$ cat src/hdl/lifetime_log_defines.svh
// offsets, reset values and timing counts of the lifetime extreme logger
// assumes inclusion by bare name from the logger module
`ifndef LIFETIME_LOG_DEFINES_SVH
`define LIFETIME_LOG_DEFINES_SVH

// subclass identifiers, block code and tracking-enable subcommand
`define SUBCLASS_LOGGED_DATA   8'h3B
`define SUBCLASS_RESOLUTION    8'h42
`define LOCKED_BLOCK_CODE      8'h04
`define TRACKING_ENABLE_CMD    16'h0021

// logged-data offsets (bytes within subclass 59)
`define OFF_PEAK_TEMP          8'h00
`define OFF_LOW_TEMP           8'h02
`define OFF_PEAK_VOLT          8'h04
`define OFF_LOW_VOLT           8'h06
`define OFF_PEAK_CHG           8'h08
`define OFF_PEAK_DSG           8'h0A
`define OFF_WRITE_COUNT        8'h0C
// resolution offsets (bytes within subclass 66)
`define OFF_TEMP_RES           8'h00
`define OFF_VOLT_RES           8'h01
`define OFF_CUR_RES            8'h02
`define OFF_INTERVAL           8'h03

// reset values of stored entries and resolution settings
`define RST_PEAK_TEMP          16'h0000
`define RST_LOW_TEMP           16'h01F4
`define RST_PEAK_VOLT          16'h0AF0
`define RST_LOW_VOLT           16'h1388
`define RST_PEAK_CUR           16'h0000
`define RST_TEMP_RES           8'h0A
`define RST_VOLT_RES           8'h19
`define RST_CUR_RES            8'h64
`define RST_INTERVAL           16'h003C

// temperature limits in 0.1 degC
`define TEMP_LOW_LIMIT         (-16'sd600)
`define TEMP_HIGH_LIMIT        (16'sd1400)

// one second at 250 MHz
`define CLK_PERIOD_NS          4
`define SECOND_NS              1000000000
`define CYCLES_PER_SECOND      (`SECOND_NS / `CLK_PERIOD_NS)
// throttle floor in seconds
`define MIN_WRITE_SPACING_S    16'd60

`endif

$ cat src/hdl/lifetime_log_pkg.sv
// types shared by the lifetime extreme logger
// assumes the defines header is compiled with it
package lifetime_log_pkg;

	// one measurement sample
	typedef struct packed {
		logic        valid;
		logic [15:0] temperature;
		logic [15:0] voltage;
		logic [15:0] current;
	} sample_t;

	// table of six extremes
	typedef struct packed {
		logic [15:0] peak_temp;
		logic [15:0] low_temp;
		logic [15:0] peak_volt;
		logic [15:0] low_volt;
		logic [15:0] peak_chg;
		logic [15:0] peak_dsg;
	} extreme_table_t;

	// host access request
	typedef struct packed {
		logic        valid;
		logic        write;
		logic [7:0]  subclass;
		logic [7:0]  offset;
		logic [15:0] wdata;
	} access_t;

	// logger states
	typedef enum logic [1:0] {
		ST_LOAD,
		ST_IDLE,
		ST_WINDOW,
		ST_COMMIT
	} log_state_t;

endpackage
$ cat src/hdl/lifetime_extreme_logger.sv
// lifetime extreme logger: running and stored extremes, throttled commit
// assumes samples and host accesses synchronous to i_ref_clk
`timescale 1ns/1ns
`include "lifetime_log_defines.svh"

module lifetime_extreme_logger #(
	parameter int CYCLES_PER_SECOND = `CYCLES_PER_SECOND
) (
	// clock and reset
	input  wire logic                            i_ref_clk,
	input  wire logic                            i_sys_rst,
	// command and security
	input  wire logic                            i_cmd_valid,
	input  wire logic [15:0]                     i_cmd_code,
	input  wire logic                            i_unlocked,
	input  wire logic [7:0]                      i_block_select,
	// measurements
	input  wire lifetime_log_pkg::sample_t       i_sample,
	// host nonvolatile access
	input  wire lifetime_log_pkg::access_t       i_access,
	output logic [15:0]                          o_rdata,
	output logic                                 o_ack,
	output logic                                 o_refused,
	// status
	output logic                                 o_gauging_enabled_flag,
	output logic                                 o_nv_write,
	output logic [15:0]                          o_log_write_counter,
	output lifetime_log_pkg::extreme_table_t     o_nv_table
);

	lifetime_log_pkg::log_state_t     state_r;
	lifetime_log_pkg::extreme_table_t ram_r;
	lifetime_log_pkg::extreme_table_t nv_r;
	lifetime_log_pkg::extreme_table_t ram_nxt;
	logic [7:0]  temperature_log_threshold_r;
	logic [7:0]  voltage_log_threshold_r;
	logic [7:0]  current_log_threshold_r;
	logic [15:0] log_write_interval_setting_r;
	logic        gauging_enabled_flag_r;
	logic [31:0] tick_cnt_r;
	logic        sec_tick;
	logic [15:0] win_sec_r;
	logic [15:0] gap_sec_r;
	logic        logging_on;
	logic        qualify;
	logic        nv_write_r;
	logic [15:0] log_write_counter_r;
	logic [15:0] rdata_r;
	logic        ack_r;
	logic        refused_r;
	logic        access_ok;
	logic        wr_data_ok;
	logic [5:0]  margin;
	logic [5:0]  beyond;
	logic        any_margin;
	logic        ram_write;

	// signed difference a - b exceeds resolution, strictly
	function automatic logic over_res(input logic [15:0] a,
		input logic [15:0] b, input logic [7:0] res);
		logic signed [17:0] d;
		d = 18'($signed(a)) - 18'($signed(b));
		over_res = d > $signed({10'h000, res});
	endfunction

	// clamp temperature into its documented range
	function automatic logic [15:0] clamp_temp(input logic [15:0] t);
		clamp_temp = t;
		if ($signed(t) < `TEMP_LOW_LIMIT)
			clamp_temp = `TEMP_LOW_LIMIT;
		else if ($signed(t) > `TEMP_HIGH_LIMIT)
			clamp_temp = `TEMP_HIGH_LIMIT;
	endfunction

	// one-second enable; restarting at commit and window open keeps the
	// 60 s spacing and the window length whole seconds, never a fraction
	always_ff @(posedge i_ref_clk) begin
		if (i_sys_rst || sec_tick || state_r == lifetime_log_pkg::ST_COMMIT
			|| (state_r == lifetime_log_pkg::ST_IDLE && qualify))
			tick_cnt_r <= 32'h0000_0000;
		else
			tick_cnt_r <= tick_cnt_r + 32'h0000_0001;
	end
	assign sec_tick = (tick_cnt_r == 32'(CYCLES_PER_SECOND - 1));

	// gauging-enabled flag, set by tracking-enable subcommand
	always_ff @(posedge i_ref_clk) begin
		if (i_sys_rst)
			gauging_enabled_flag_r <= 1'b0;
		else if (i_cmd_valid && i_cmd_code == `TRACKING_ENABLE_CMD)
			gauging_enabled_flag_r <= 1'b1;
	end
	assign logging_on = gauging_enabled_flag_r
		&& log_write_interval_setting_r != 16'h0000;

	// comparisons of a sample against stored and running tables
	logic [15:0] t_c;
	assign t_c = clamp_temp(i_sample.temperature);
	always_comb begin
		margin[0] = over_res(t_c, nv_r.peak_temp,
			temperature_log_threshold_r);
		margin[1] = over_res(nv_r.low_temp, t_c,
			temperature_log_threshold_r);
		margin[2] = over_res(i_sample.voltage, nv_r.peak_volt,
			voltage_log_threshold_r);
		margin[3] = over_res(nv_r.low_volt, i_sample.voltage,
			voltage_log_threshold_r);
		margin[4] = over_res(i_sample.current, nv_r.peak_chg,
			current_log_threshold_r);
		margin[5] = over_res(nv_r.peak_dsg, i_sample.current,
			current_log_threshold_r);
		beyond[0] = $signed(t_c) > $signed(ram_r.peak_temp);
		beyond[1] = $signed(t_c) < $signed(ram_r.low_temp);
		beyond[2] = $signed(i_sample.voltage) > $signed(ram_r.peak_volt);
		beyond[3] = $signed(i_sample.voltage) < $signed(ram_r.low_volt);
		beyond[4] = $signed(i_sample.current) > $signed(ram_r.peak_chg);
		beyond[5] = $signed(i_sample.current) < $signed(ram_r.peak_dsg);
	end
	assign any_margin = |margin;
	assign qualify = i_sample.valid && logging_on && any_margin
		&& state_r != lifetime_log_pkg::ST_LOAD;

	// running table follows every new extreme while logging is on
	always_comb begin
		ram_nxt = ram_r;
		if (beyond[0]) ram_nxt.peak_temp = t_c;
		if (beyond[1]) ram_nxt.low_temp  = t_c;
		if (beyond[2]) ram_nxt.peak_volt = i_sample.voltage;
		if (beyond[3]) ram_nxt.low_volt  = i_sample.voltage;
		if (beyond[4]) ram_nxt.peak_chg  = i_sample.current;
		if (beyond[5]) ram_nxt.peak_dsg  = i_sample.current;
	end

	// window and throttle state machine
	always_ff @(posedge i_ref_clk) begin
		if (i_sys_rst) begin
			state_r   <= lifetime_log_pkg::ST_LOAD;
			win_sec_r <= 16'h0000;
		end else begin
			case (state_r)
			lifetime_log_pkg::ST_LOAD:
				state_r <= lifetime_log_pkg::ST_IDLE;
			lifetime_log_pkg::ST_IDLE: begin
				win_sec_r <= 16'h0000;
				if (qualify)
					state_r <= lifetime_log_pkg::ST_WINDOW;
			end
			lifetime_log_pkg::ST_WINDOW: begin
				if (sec_tick)
					win_sec_r <= win_sec_r + 16'h0001;
				if (win_sec_r >= log_write_interval_setting_r
					&& gap_sec_r >= `MIN_WRITE_SPACING_S)
					state_r <= lifetime_log_pkg::ST_COMMIT;
			end
			lifetime_log_pkg::ST_COMMIT:
				state_r <= lifetime_log_pkg::ST_IDLE;
			default:
				state_r <= lifetime_log_pkg::ST_IDLE;
			endcase
		end
	end

	// seconds since last store write, saturating
	always_ff @(posedge i_ref_clk) begin
		if (i_sys_rst || state_r == lifetime_log_pkg::ST_COMMIT)
			gap_sec_r <= 16'h0000;
		else if (sec_tick && gap_sec_r != 16'hFFFF)
			gap_sec_r <= gap_sec_r + 16'h0001;
	end

	// store-table write pulse and counter
	always_ff @(posedge i_ref_clk) begin
		if (i_sys_rst) begin
			nv_write_r          <= 1'b0;
			log_write_counter_r <= 16'h0000;
		end else begin
			nv_write_r <= state_r == lifetime_log_pkg::ST_COMMIT;
			if (state_r == lifetime_log_pkg::ST_COMMIT)
				log_write_counter_r <= log_write_counter_r + 16'h0001;
		end
	end

	// host access decode and security gating
	assign access_ok = i_access.subclass == `SUBCLASS_LOGGED_DATA
		? (i_unlocked || i_block_select == `LOCKED_BLOCK_CODE)
		: (i_access.subclass == `SUBCLASS_RESOLUTION
			&& (i_unlocked || !i_access.write));
	assign wr_data_ok = i_access.valid && i_access.write && access_ok;
	assign ram_write = wr_data_ok
		&& i_access.subclass == `SUBCLASS_LOGGED_DATA;

	// stored table: copied from running table on commit, or host written
	// host-written values of entries stay in the stored table only; a commit
	// overwrites them with the running table, and reset with the reset values
	always_ff @(posedge i_ref_clk) begin
		if (i_sys_rst) begin
			nv_r.peak_temp <= `RST_PEAK_TEMP;
			nv_r.low_temp  <= `RST_LOW_TEMP;
			nv_r.peak_volt <= `RST_PEAK_VOLT;
			nv_r.low_volt  <= `RST_LOW_VOLT;
			nv_r.peak_chg  <= `RST_PEAK_CUR;
			nv_r.peak_dsg  <= `RST_PEAK_CUR;
		end else if (state_r == lifetime_log_pkg::ST_COMMIT) begin
			nv_r <= ram_r;
		end else if (ram_write) begin
			case (i_access.offset)
			`OFF_PEAK_TEMP: nv_r.peak_temp <= i_access.wdata;
			`OFF_LOW_TEMP:  nv_r.low_temp  <= i_access.wdata;
			`OFF_PEAK_VOLT: nv_r.peak_volt <= i_access.wdata;
			`OFF_LOW_VOLT:  nv_r.low_volt  <= i_access.wdata;
			`OFF_PEAK_CHG:  nv_r.peak_chg  <= i_access.wdata;
			`OFF_PEAK_DSG:  nv_r.peak_dsg  <= i_access.wdata;
			default: ;
			endcase
		end
	end

	// running table: loaded from store after reset, then tracks samples
	always_ff @(posedge i_ref_clk) begin
		if (i_sys_rst)
			ram_r <= '0;
		else if (state_r == lifetime_log_pkg::ST_LOAD)
			ram_r <= nv_r;
		else if (i_sample.valid && logging_on)
			ram_r <= ram_nxt;
	end

	// resolution settings, writable unlocked only
	always_ff @(posedge i_ref_clk) begin
		if (i_sys_rst) begin
			temperature_log_threshold_r  <= `RST_TEMP_RES;
			voltage_log_threshold_r      <= `RST_VOLT_RES;
			current_log_threshold_r      <= `RST_CUR_RES;
			log_write_interval_setting_r <= `RST_INTERVAL;
		end else if (wr_data_ok
			&& i_access.subclass == `SUBCLASS_RESOLUTION) begin
			case (i_access.offset)
			`OFF_TEMP_RES: temperature_log_threshold_r <= i_access.wdata[7:0];
			`OFF_VOLT_RES: voltage_log_threshold_r <= i_access.wdata[7:0];
			`OFF_CUR_RES:  current_log_threshold_r <= i_access.wdata[7:0];
			`OFF_INTERVAL: log_write_interval_setting_r <= i_access.wdata;
			default: ;
			endcase
		end
	end

	// read data, acknowledge and refusal, one cycle after request
	always_ff @(posedge i_ref_clk) begin
		if (i_sys_rst) begin
			rdata_r   <= 16'h0000;
			ack_r     <= 1'b0;
			refused_r <= 1'b0;
		end else begin
			ack_r     <= i_access.valid && access_ok;
			refused_r <= i_access.valid && !access_ok;
			rdata_r   <= 16'h0000;
			if (i_access.valid && access_ok && !i_access.write) begin
				if (i_access.subclass == `SUBCLASS_LOGGED_DATA) begin
					case (i_access.offset)
					`OFF_PEAK_TEMP:   rdata_r <= nv_r.peak_temp;
					`OFF_LOW_TEMP:    rdata_r <= nv_r.low_temp;
					`OFF_PEAK_VOLT:   rdata_r <= nv_r.peak_volt;
					`OFF_LOW_VOLT:    rdata_r <= nv_r.low_volt;
					`OFF_PEAK_CHG:    rdata_r <= nv_r.peak_chg;
					`OFF_PEAK_DSG:    rdata_r <= nv_r.peak_dsg;
					`OFF_WRITE_COUNT: rdata_r <= log_write_counter_r;
					default:          rdata_r <= 16'h0000;
					endcase
				end else begin
					case (i_access.offset)
					`OFF_TEMP_RES: rdata_r <= {8'h00, temperature_log_threshold_r};
					`OFF_VOLT_RES: rdata_r <= {8'h00, voltage_log_threshold_r};
					`OFF_CUR_RES:  rdata_r <= {8'h00, current_log_threshold_r};
					`OFF_INTERVAL: rdata_r <= log_write_interval_setting_r;
					default:       rdata_r <= 16'h0000;
					endcase
				end
			end
		end
	end

	// outputs
	assign o_rdata                = rdata_r;
	assign o_ack                  = ack_r;
	assign o_refused              = refused_r;
	assign o_gauging_enabled_flag = gauging_enabled_flag_r;
	assign o_nv_write             = nv_write_r;
	assign o_log_write_counter    = log_write_counter_r;
	assign o_nv_table             = nv_r;

	// checks
	a_no_log_disabled: assert property (@(posedge i_ref_clk)
		disable iff (i_sys_rst)
		!logging_on |-> state_r != lifetime_log_pkg::ST_WINDOW
			|| $past(state_r) == lifetime_log_pkg::ST_WINDOW)
		else $error("window opened while logging off");
	a_zero_interval: assert property (@(posedge i_ref_clk)
		disable iff (i_sys_rst)
		(state_r == lifetime_log_pkg::ST_IDLE
			&& log_write_interval_setting_r == 16'h0000)
		|=> state_r != lifetime_log_pkg::ST_WINDOW)
		else $error("window opened with zero interval");
	a_window_opens: assert property (@(posedge i_ref_clk)
		disable iff (i_sys_rst)
		(state_r == lifetime_log_pkg::ST_IDLE && qualify)
		|=> state_r == lifetime_log_pkg::ST_WINDOW)
		else $error("qualifying extreme did not open window");
	a_commit_spacing: assert property (@(posedge i_ref_clk)
		disable iff (i_sys_rst)
		state_r == lifetime_log_pkg::ST_COMMIT
		|-> gap_sec_r >= `MIN_WRITE_SPACING_S
			&& win_sec_r >= log_write_interval_setting_r)
		else $error("store write too early");
	a_copy_table: assert property (@(posedge i_ref_clk)
		disable iff (i_sys_rst)
		state_r == lifetime_log_pkg::ST_COMMIT |=> nv_r == $past(ram_r)
			&& nv_write_r)
		else $error("store not copied from running table");
	a_count_writes: assert property (@(posedge i_ref_clk)
		disable iff (i_sys_rst)
		nv_write_r |-> log_write_counter_r
			== $past(log_write_counter_r) + 16'h0001)
		else $error("write counter not advanced");
	a_res_locked: assert property (@(posedge i_ref_clk)
		disable iff (i_sys_rst)
		(i_access.valid && i_access.write && !i_unlocked
			&& i_access.subclass == `SUBCLASS_RESOLUTION)
		|=> refused_r && $stable(log_write_interval_setting_r))
		else $error("locked resolution write accepted");
	a_peak_tracks: assert property (@(posedge i_ref_clk)
		disable iff (i_sys_rst)
		(i_sample.valid && logging_on && beyond[2]
			&& state_r != lifetime_log_pkg::ST_LOAD)
		|=> ram_r.peak_volt == $past(i_sample.voltage))
		else $error("running peak voltage not updated");
	c_window: cover property (@(posedge i_ref_clk)
		state_r == lifetime_log_pkg::ST_WINDOW);
	c_commit: cover property (@(posedge i_ref_clk) nv_write_r);
	c_locked_read: cover property (@(posedge i_ref_clk)
		ack_r && !i_unlocked);

endmodule

$ cat config.mk
export PLATFORM = sky130hd
export DESIGN_NAME = lifetime_extreme_logger
export DESIGN_NICKNAME = d
export VERILOG_FILES = /design/src/hdl/lifetime_log_pkg.sv /design/src/hdl/lifetime_extreme_logger.sv
export VERILOG_INCLUDE_DIRS = /design/src /design/src/hdl
export SDC_FILE = /design/constraint.sdc
export NUM_CORES = 1
export LEC_CHECK = 0
export ABC_AREA = 0
export BUFFER_PORTS_ARGS = -buffer_cell sky130_fd_sc_hd__buf_2
export CELL_PAD_IN_SITES_DETAIL_PLACEMENT = 1
export CELL_PAD_IN_SITES_GLOBAL_PLACEMENT = 1
export CORE_MARGIN = 2
export CORE_UTILIZATION = 30
export CTS_CLUSTER_SIZE = 8
export DETAILED_ROUTE_END_ITERATION = 16
export PLACE_DENSITY_LB_ADDON = 0.1
export SYNTH_ARGS = -nofsm -noshare
export SYNTH_HDL_FRONTEND = slang
export SYNTH_SLANG_ARGS = --single-unit
$ cat constraint.sdc
create_clock -name i_ref_clk -period 5.4 [get_ports i_ref_clk]
set_input_delay 0.27 -clock i_ref_clk [delete_from_list [all_inputs] [get_ports i_ref_clk]]
set_output_delay 0.27 -clock i_ref_clk [all_outputs]
set_load 0.02 [all_outputs]
==> results of run 1 <==
-- cells in the final DEF, fill, tap and decap left out, types with 18 or more instances in the layout --
master,count
mux2i_1,62
clkbuf_16,49
nor4_1,18
nand2b_1,35
nor3_1,62
a21oi_1,200
a22oi_1,33
ha_1,261
o211a_1,21
nand2_1,244
o211ai_1,61
a21o_1,76
buf_4,88
o21ai_0,137
a211oi_1,172
xor2_1,60
xnor2_1,58
a31oi_1,35
nor2b_1,62
nand3_1,73
nand4_1,54
buf_2,241
dfxtp_1,334
nor2_1,340
inv_1,303
o21a_1,21
-- per-layer routing --
layer  GRT usage [%]  wire length (um)
met2            41.7             49100
met5               0                69
met4            8.32              3690
met3            4.07              5710
met1            34.6             49900
-- worst max-delay path, cell delays in order --
cell	delay, ns
buf_2	0.11
and4_1	0.23
a21bo_2	0.14
a31oi_2	0.10
o21a_2	0.25
nand2_1	0.10
inv_1	0.07
ha_1	0.21
fa_1	0.38
nand2b_1	0.19
a21oi_2	0.16
nor2_1	0.07
xnor2_1	0.13
ha_1	0.31
a2111oi_2	0.36
o21ai_1	0.12
a21oi_2	0.13
o221ai_1	0.13
or4_1	0.54
nor4_2	0.25
o211ai_1	0.18
a311o_1	0.35
o31ai_2	0.18
buf_4	0.16
a211oi_2	0.08
mux2_4	0.30
-- cells by family after synthesis --
family,count (synthesis),synth area share (%)
xor gates and xnor gates,118,4.24
and+or+nand+nor,991,19.0
AOI/OAI and AO/OA,893,24.7
adders and majority gates,269,14.0
buffers and inverters,461,7.22
DFF,334,27.5
muxes,72,3.40
-- metrics by stage --
step	std cells	setup TNS [ns]
after floorplan	3138	0
after global placement	4373	-8.30
after detailed placement	4373	-13.47
after CTS	4435	0
after global routing	4435	0
final	4438	0
-- registers in the layout, summed over array words and instances, names as in the netlist, 2 cells and up --
name	flops
log_write_interval_setting_r	16
win_sec_r	16
ram_r	96
tick_cnt_r	32
o_log_write_counter	16
o_nv_table	96
voltage_log_threshold_r	8
temperature_log_threshold_r	8
current_log_threshold_r	8
o_rdata	16
gap_sec_r	16
state_r	2
-- timing repair --
| action | in CTS | in global routing |
|---|---|---|
| hold buffers | 4 | 0 |
| gates resized for setup | 0 | 6 |
| endpoints found under the hold margin | 2 | 0 |
| endpoints found under the setup margin | 0 | 34 |
-- final cells by class --
class | count | area (sq um) | share of cell area, %
multi-input combinational | 2343 | 16000 | 56.3
inverter | 304 | 1140 | 4.01
sequential | 334 | 6690 | 23.5
timing repair buffer | 336 | 1960 | 6.89
clock inverter | 3 | 51.3 | 0.180
tap | 1060 | 1330 | 4.66
clock buffer | 55 | 1260 | 4.42
antenna | 3 | 7.51 | 0.0264
-- worst min-delay path by stage --
stage	start	cells after the start	slack, ns	to
floorplan	i_access[33]	2	0.40	o_ack$_SDFF_PP0_
finish	i_sample[18]	3	0.08	ram_r[34]$_SDFFE_PP0P_
detailed placement	tick_cnt_r[0]$_SDFF_PP0_	1	0.46	tick_cnt_r[0]$_SDFF_PP0_
global placement	tick_cnt_r[0]$_SDFF_PP0_	1	0.44	tick_cnt_r[0]$_SDFF_PP0_
CTS	i_sample[18]	3	0.05	ram_r[34]$_SDFFE_PP0P_
global route	i_sample[27]	3	0.09	ram_r[43]$_SDFFE_PP0P_
-- report_power, final --
group          internal [mW]  switching (mW)  total, mW
logic                   1.58            2.48       4.05
registers               2.82           0.372       3.19
clock network           1.62            1.20       2.82
==> reports/metrics.cfg, run 1 <==
[clock_tree]
cts_made_buffers=48
path_clk_slew_ns=0.05
clock_latency_ns=0.61
cts_tree=done
cts_root_buf=clkbuf_16
post_cts_buffers=0
h-tree-depth=2
cts_sinks=334
cts_buffer_depth=3

[timing]
max_freq_ghz=0.199
slew_viol_final=0
layout_min_cycle_time_ns=5.03
slew_headroom_pct=15.7
finalWorstSetupSlack_ns=0.371
fin_hold_ws_ns=0.0849
finalHoldViolCount=0
rsz0062_at_grt=false
setup_viol=0
finalCritPeriodShare_pct=93.1
tightest_slew_ns=1.25
skew_ns=0.0271

[final_layout]
n_fill_cell=9747
fin_area_sq_mm=0.0285
syn_to_final_growth_pct=16.9
nNetsFinal=3747
utilization_pct=35.4
drive_above_1_share_pct=13.1

[placement]
placed_cell_area_sq_mm=0.0271
io_buffers=242
dp_hpwl_um=83700
pre_cts_ws_ns=-0.485
gp_congestion=0.902

[grt]
grt_overflow=0
grt_pass1_vias=25200
track_usage_pct=25.7
antenna_found_initial=9
grt_pass1_wl_um=162000
grt_max_degree=180

[critical_path]
startpoint=i_sample[35]
critPathArrivalTime_ns=5.50
endpoint=state_r[0]$_SDFFE_PP0P_
cp-end-kind=flip-flop
r2r_setup_slack_ns=0.54
r2r_end=state_r[0]$_SDFFE_PP0P_
reg2reg_depth=20
worst-setup-path-type=in -> reg
r2r-start=o_nv_table[64]$_SDFFE_PP0P_
cp.required_ns=5.87
path_max_fanout=5
start_kind=input port

[detailed_routing]
via_count=24700
drtIter0Drc=1613
ant_nets=0
wire_per_inst_um=24.4
wirelength_um=108000
drc=0
drt_first_pass_iters=8
viasPerCell=5.57

[synthesis]
syn_avg_cell_area_sq_um=7.76
ys_types=77
syn_nets=3518
synth_top_area_share_pct=27.5
yosysMostFrequentCell=nor2_1
synth_ff_type=dfxtp_1
yosys-top-cells-count=nor2_1, dfxtp_1, inv_1
ys_seq_elements=334
synth_area_sq_mm=0.0244
seq_area_frac_synth_pct=27.5
synthArstFlopShare_pct=0
synth-edff-count=0
synthCells=3138
synth_top_area_cell=dfxtp_1
synth_warnings=0
ys_top_cells_by_area=dfxtp_1, ha_1, nor2_1

[floorplanning]
start_util_pct=30.3
die_h_um=289
dieArea_sq_mm=0.0835
num_io_pins=243
die_w_um=289
coreArea_sq_mm=0.0804
fp-row-count=104

[power_and_ir_drop]
vdd_drop_max_uv=257
power.total_mw=10.1
power.leakage_nw=11.8
p_per_area_mw_per_mm2=353

[outcome]
status=finished clean

[run]
maxCapViolations=0

[min_path]
holdCritPathClass=in -> reg

No activity file was read; power rests on OpenSTA's default activity.
==> run 2: changes to the inputs <==
==> constraint.sdc (replaced) <==
create_clock -name i_ref_clk -period 5.4 [get_ports i_ref_clk]
set_input_delay 0.54 -clock i_ref_clk [delete_from_list [all_inputs] [get_ports i_ref_clk]]
set_output_delay 0.54 -clock i_ref_clk [all_outputs]
set_load 0.02 [all_outputs]
==> run 2 against run 1 <==
  * The flow now finishes with violations (max-slew violations)
  * Setup slack worse by 0.10 ns
  * Die area unchanged
  * Core utilization up 0.23 points
  * Total power up 1.8%
  * Sequential power about the same
  * Count of clock-buffer cells in the layout up 8
  * Maximum frequency down 2.0%
  * Sequential share of layout area down 0.15 points
  * Via count about the same
  * Clock skew down 0.0072 ns
  * Critical endpoint unchanged
==> reports/metrics.cfg, run 2 (synthesis results as in run 1) <==
[clock_tree]
h-tree-depth=2  ; unchanged
clock_latency_ns=0.61  ; about the same
cts_sinks=334  ; unchanged
cts_root_buf=clkbuf_16  ; unchanged
path_clk_slew_ns=0.05  ; about the same
cts_tree=done  ; unchanged
cts_made_buffers=49  ; was 48
cts_buffer_depth=3  ; unchanged

[detailed_routing]
wirelength_um=110000  ; was 108000 um
drtIter0Drc=1780  ; was 1613
drt_first_pass_iters=8  ; unchanged
via_count=24700  ; about the same
wire_per_inst_um=24.6  ; was 24.4 um
viasPerCell=5.55  ; was 5.57
ant_nets=0  ; unchanged
drc=0  ; unchanged

[grt]
track_usage_pct=25.9  ; was 25.7%
grt_overflow=0  ; unchanged
grt_pass1_wl_um=162000  ; about the same
grt_max_degree=197  ; was 180
grt_pass1_vias=25400  ; was 25200
antenna_found_initial=10  ; was 9

[critical_path]
cp.required_ns=5.89  ; was 5.87 ns
cp-end-kind=flip-flop  ; unchanged
slowest_stage=or4_4  ; was or4_1
critical_path.max_stage_delay_ns=0.55  ; was 0.54 ns
start_kind=input port  ; unchanged
path_delay_family=compound AO/OA/AOI/OAI gates  ; unchanged
critPathArrivalTime_ns=5.62  ; was 5.50 ns
worst-setup-path-type=in -> reg  ; unchanged
crit_buf_inv=3  ; unchanged
path_max_fanout=5  ; unchanged

[timing]
skew_ns=0.0199  ; was 0.0271 ns
finalCritPeriodShare_pct=95.0  ; was 93.1%
layout_min_cycle_time_ns=5.13  ; was 5.03 ns
slew_viol_final=1  ; was 0
setup_viol=0  ; unchanged
finalWorstSetupSlack_ns=0.268  ; was 0.371 ns
max_freq_ghz=0.195  ; was 0.199 GHz
slew_headroom_pct=-4.27  ; was 15.7%
tightest_slew_ns=1.56  ; was 1.25 ns
fin_tns_setup_ns=0  ; unchanged
finalHoldViolCount=0  ; unchanged
fin_hold_ws_ns=0.231  ; was 0.0849 ns

[final_layout]
drive_above_1_share_pct=13.8  ; was 13.1%
final_common_cell=nor2_1  ; unchanged
n_fill_cell=9788  ; was 9747
fin_cells=4453  ; was 4438
nNetsFinal=3757  ; was 3747
utilization_pct=35.6  ; was 35.4%
fin_area_sq_mm=0.0287  ; was 0.0285 sq mm
syn_to_final_growth_pct=17.7  ; was 16.9%
final_cell_mix=nor2_1, dfxtp_1, inv_1  ; unchanged

[placement]
dp_hpwl_um=85000  ; was 83700 um
gp_congestion=0.918  ; was 0.902
dp_cells=4385  ; was 4373
pre_cts_ws_ns=-0.715  ; was -0.485 ns
placed_cell_area_sq_mm=0.0272  ; was 0.0271 sq mm
io_buffers=242  ; unchanged

[power_and_ir_drop]
share_comb_of_total_power_pct=40.1  ; was 40.3%
p_per_area_mw_per_mm2=358  ; was 353 mW/mm^2
swShare_pct=40.3  ; was 40.2%
clock_power_share_pct=28.7  ; was 28.0%
vdd_drop_max_uv=204  ; was 257 uV
p_int_mw=6.12  ; was 6.01 mW
power.total_mw=10.2  ; was 10.1 mW
switchingPower_mw=4.12  ; was 4.05 mW
power_frac_seq_pct=31.1  ; was 31.7%
power.leakage_nw=11.8  ; about the same

[outcome]
status=finished with violations  ; was finished clean
violations=max-slew violations

[floorplanning]
num_io_pins=243  ; unchanged
start_util_pct=30.3  ; unchanged
fp-row-count=104  ; unchanged
coreArea_sq_mm=0.0804  ; unchanged
dieArea_sq_mm=0.0835  ; unchanged
die_h_um=289  ; unchanged
die_w_um=289  ; unchanged

[run]
maxCapViolations=0  ; unchanged

[min_path]
holdCritPathClass=in -> reg  ; unchanged

## run 2: changes by cell type in the layout (fill, tap and decap cells not counted), sizes merged
cell	before	now
buf	332	344
clkbuf	55	64
dlygate4sd3	4	0
clkinv	4	1
inv	303	305
diode	3	2
## run 2: cell type report
type	instances	area, sq um	area share [%]
clock inverter	2	13.8	0.0480
tap	1060	1330	4.63
multi-input combinational	2343	16100	56.2
inverter	304	1140	3.98
timing repair buffer	345	2020	7.04
antenna	2	5.00	0.0175
sequential	334	6690	23.3
clock buffer	63	1350	4.71
## run 2: what timing repair did
action	in CTS	in global routing
hold endpoints to repair	0	0
hold buffers	0	0
cloned	0	0
setup buffers	0	1
setup endpoints to repair	7	34
gates resized for setup	2	14
pin swaps	0	10
## run 2: path summary, 6_finish.rpt
path / from / endpoint / slack (ns) / cells past startpoint
worst min register to register: ram_r[34]$_SDFFE_PP0P_ / o_nv_table[34]$_SDFFE_PP0P_ / 0.48 / 2
worst max-delay path: i_sample[41] / state_r[0]$_SDFFE_PP0P_ / 0.27 / 25
worst max register to register: o_nv_table[0]$_SDFFE_PP0P_ / state_r[0]$_SDFFE_PP0P_ / 0.50 / 20
worst min-delay path: i_access[33] / o_ack$_SDFF_PP0_ / 0.23 / 3
## run 2: power by group through the flow
stage / Clock [mW] / Sequential (mW) / Combinational (mW)
finish: 2.94 / 3.19 / 4.11
global route: 3.12 / 3.23 / 4.57
CTS: 3.02 / 3.19 / 4.09
detailed placement: 0 / 3.23 / 4.05
global placement: 0 / 3.23 / 3.91
floorplan: 0 / 3.18 / 2.66
## run 2: worst reg2reg max path, cell delays in order (launching register included)
cell,delay (ns)
dfxtp_1,0.38
inv_1,0.13
ha_1,0.18
inv_1,0.06
fa_1,0.42
a211oi_1,0.33
o21bai_1,0.13
a21oi_1,0.18
xnor2_1,0.16
ha_1,0.29
a2111oi_0,0.42
o21ai_0,0.15
a21oi_1,0.22
o22ai_1,0.12
a211oi_1,0.18
and4_1,0.25
a41o_1,0.19
nor2_1,0.19
o31ai_4,0.36
a211oi_2,0.15
mux2_4,0.31
## run 2: routing by layer
metal	global-route usage [%]	vias to the layer above	routed length [um]
met4	9.90	10	4420
li1	-	11700	-
met5	0	-	58
met1	33.9	12200	49000
met3	5.53	172	7110
met2	41.6	632	48900
==> run 3: changes to the inputs <==
--- a/config.mk
+++ b/config.mk
@@ -7,6 +7,7 @@
 export NUM_CORES = 1
 export LEC_CHECK = 0
 export ABC_AREA = 0
+export ABC_CLOCK_PERIOD_IN_PS = 5400
 export BUFFER_PORTS_ARGS = -buffer_cell sky130_fd_sc_hd__buf_2
 export CELL_PAD_IN_SITES_DETAIL_PLACEMENT = 1
 export CELL_PAD_IN_SITES_GLOBAL_PLACEMENT = 1
==> constraint.sdc (replaced) <==
create_clock -name i_ref_clk -period 5.4 [get_ports i_ref_clk]
set_input_delay 1.08 -clock i_ref_clk [delete_from_list [all_inputs] [get_ports i_ref_clk]]
set_output_delay 1.08 -clock i_ref_clk [all_outputs]
set_load 0.02 [all_outputs]
==> run 3 against run 2 <==
  * The run ends with negative setup slack left
  * Setup slack worse by 0.46 ns
  * Critical path type unchanged
  * Combinational power up 4%
  * Clock skew up 0.0025 ns
  * First-iteration DRC count down 8.7%
  * Non-clock buffer count up 97
  * Largest cell class unchanged
  * Count of clock-buffer cells in the layout down 9
  * Total power up 0.15%
  * Largest power group unchanged
  * Register-to-register slack better by 0.09 ns
  * Clock power down 4%
==> reports/metrics.cfg, run 3 (synthesis results as in run 1) <==
[outcome]
status=finished with violations  ; unchanged
violations=negative setup slack  ; was max-slew violations

[grt]
grt_pass1_vias=25900  ; was 25400
grt_pass1_wl_um=164000  ; was 162000 um
track_usage_pct=25.9  ; about the same
grt_max_degree=142  ; was 197
antenna_found_initial=13  ; was 10
grt_overflow=0  ; unchanged

[clock_tree]
clock_latency_ns=0.61  ; about the same
cts_sinks=334  ; unchanged
cts_buffer_depth=3  ; unchanged
cts_made_buffers=48  ; was 49
cts_tree=done  ; unchanged
cts_root_buf=clkbuf_16  ; unchanged
ctsHoldBuffers=0  ; unchanged
path_clk_slew_ns=0.05  ; about the same
h-tree-depth=2  ; unchanged

[critical_path]
slowest_stage=or4_1  ; was or4_4
crit_buf_inv=6  ; was 3
critPathArrivalTime_ns=6.08  ; was 5.62 ns
cp.required_ns=5.88  ; was 5.89 ns
path_delay_family=compound AO/OA/AOI/OAI gates  ; unchanged
start_kind=input port  ; unchanged
cp-end-kind=flip-flop  ; unchanged
worst-setup-path-type=in -> reg  ; unchanged
cpMostUsedCell=buf_4
cp.depth=26  ; was 25
critical_path.max_stage_delay_ns=0.44  ; was 0.55 ns
path_max_fanout=3  ; was 5
reg2reg_depth=21  ; was 20
r2r_setup_slack_ns=0.59  ; was 0.50 ns

[detailed_routing]
drtIter0Drc=1625  ; was 1780
via_count=25100  ; was 24700
drc=0  ; unchanged
viasPerCell=5.52  ; was 5.55
wirelength_um=111000  ; was 110000 um
drt_first_pass_iters=9  ; was 8
wire_per_inst_um=24.3  ; was 24.6 um
ant_nets=0  ; unchanged

[final_layout]
fin_area_sq_mm=0.0296  ; was 0.0287 sq mm
final_common_cell=dfxtp_1  ; was nor2_1
final_cell_mix=dfxtp_1, nor2_1, inv_1  ; was nor2_1, dfxtp_1, inv_1
drive_above_1_share_pct=16.9  ; was 13.8%
syn_to_final_growth_pct=21.6  ; was 17.7%
nNetsFinal=3853  ; was 3757

[floorplanning]
die_h_um=289  ; unchanged
num_io_pins=243  ; unchanged
fp-row-count=104  ; unchanged
coreArea_sq_mm=0.0804  ; unchanged
die_w_um=289  ; unchanged
dieArea_sq_mm=0.0835  ; unchanged
start_util_pct=30.3  ; unchanged

[placement]
io_buffers=242  ; unchanged
dp_hpwl_um=84600  ; was 85000 um
placed_cell_area_sq_mm=0.0279  ; was 0.0272 sq mm
gp_congestion=0.917  ; was 0.918

[min_path]
holdCritPathClass=reg -> reg  ; was in -> reg
whs_path_depth=1  ; was 3

[power_and_ir_drop]
clock_power_share_pct=27.4  ; was 28.7%
p_int_mw=6.14  ; was 6.12 mW
power.leakage_nw=12.3  ; was 11.8 nW
p_per_area_mw_per_mm2=346  ; was 358 mW/mm^2
power_frac_seq_pct=31.1  ; about the same
switchingPower_mw=4.13  ; was 4.12 mW
power.total_mw=10.3  ; was 10.2 mW
vdd_drop_max_uv=257  ; was 204 uV
swShare_pct=40.2  ; was 40.3%
share_comb_of_total_power_pct=41.6  ; was 40.1%

[timing]
finalCritPeriodShare_pct=104  ; was 95.0%
layout_min_cycle_time_ns=5.60  ; was 5.13 ns
tightest_slew_ns=1.36  ; was 1.56 ns
setup_viol=34  ; was 0
rsz0062_at_grt=true
finalWorstSetupSlack_ns=-0.196  ; was 0.268 ns
skew_ns=0.0224  ; was 0.0199 ns
fin_tns_setup_ns=-4.86  ; was 0 ns
max_freq_ghz=0.179  ; was 0.195 GHz
finalHoldViolCount=0  ; unchanged
slew_viol_final=0  ; was 1
slew_headroom_pct=9.37  ; was -4.27%

[run]
maxCapViolations=0  ; unchanged

## run 3: cell count changes in the layout (fill, tap and decap cells not counted), moves of 3 or more
cell and change:
inv_1 -3, buf_6 +5, diode_2 +3, clkbuf_1 -4, nor2_1 -17, buf_4 +94, ha_1 -5, nor2_2 +6
clkbuf_8 -3, ha_4 +6, nor2_4 +11, buf_2 -6
## run 3: final timing paths
check | startpoint | to
worst max-delay path | i_sample[42] | state_r[0]$_SDFFE_PP0P_
worst min-delay path | tick_cnt_r[0]$_SDFF_PP0_ | tick_cnt_r[0]$_SDFF_PP0_
worst max register to register | o_nv_table[0]$_SDFFE_PP0P_ | state_r[0]$_SDFFE_PP0P_
worst min register to register | tick_cnt_r[0]$_SDFF_PP0_ | tick_cnt_r[0]$_SDFF_PP0_
## run 3: worst register-to-register path, delay by kind of cell (launching register included)
| kind | cells | cell delay (ns) |
|---|---|---|
| flip-flops | 1 | 0.33 |
| AND/OR/NAND/NOR | 2 | 0.42 |
| multiplexers | 1 | 0.30 |
| AO/OA/AOI/OAI | 11 | 2.29 |
| adder cells (fa/ha/maj) | 3 | 0.87 |
| XOR/XNOR | 1 | 0.16 |
| buffers and inverters | 3 | 0.33 |
## run 3: area by class of cell
type                            count  area, sq um
Fill cell                        9709        50800
Antenna cell                        5         12.5
Clock buffer                       54         1230
Multi-Input combinational cell   2343        16300
Sequential cell                   334         6690
Inverter                          304         1140
Timing Repair Buffer              442         2840
Tap cell                         1060         1330
Clock inverter                      4         50.0
## run 3: through the flow
step	cells	hold WS [ns]	utilization, %	worst slack [ns]
after global routing	4541	0.489	36.8	-0.434
after global placement	4469	0.441	34.6	-0.934
final	4546	0.466	36.8	-0.196
after floorplan	3138	0.430	-	-0.381
after CTS	4539	0.477	36.7	-0.225
after detailed placement	4469	0.464	34.6	-1.05
## run 3: routing by layer
layer / track usage (%) / wire (um) / vias to the layer above
met1: 34.1 / 49600 / 12400
li1: - / - / 11900
met2: 43.4 / 51200 / 614
met5: 0 / 77 / -
met4: 8.49 / 3640 / 12
met3: 3.87 / 6040 / 162
## run 3: repair_timing
item,4_1_cts,5_1_grt
gates cloned,2,0
pin swaps,6,12
setup buffers,10,2
resized for setup,48,27
setup endpoints to repair,34,34
## run 3: power by group through the flow
stage          combinational [mW]  clock (mW)  sequential, mW
6_report                     4.27        2.81            3.19
5_1_grt                      4.74        2.97            3.23
4_1_cts                      4.25        2.88            3.19
3_5_place_dp                 4.15           0            3.23
3_3_place_gp                 4.02           0            3.22
2_1_floorplan                2.66           0            3.18
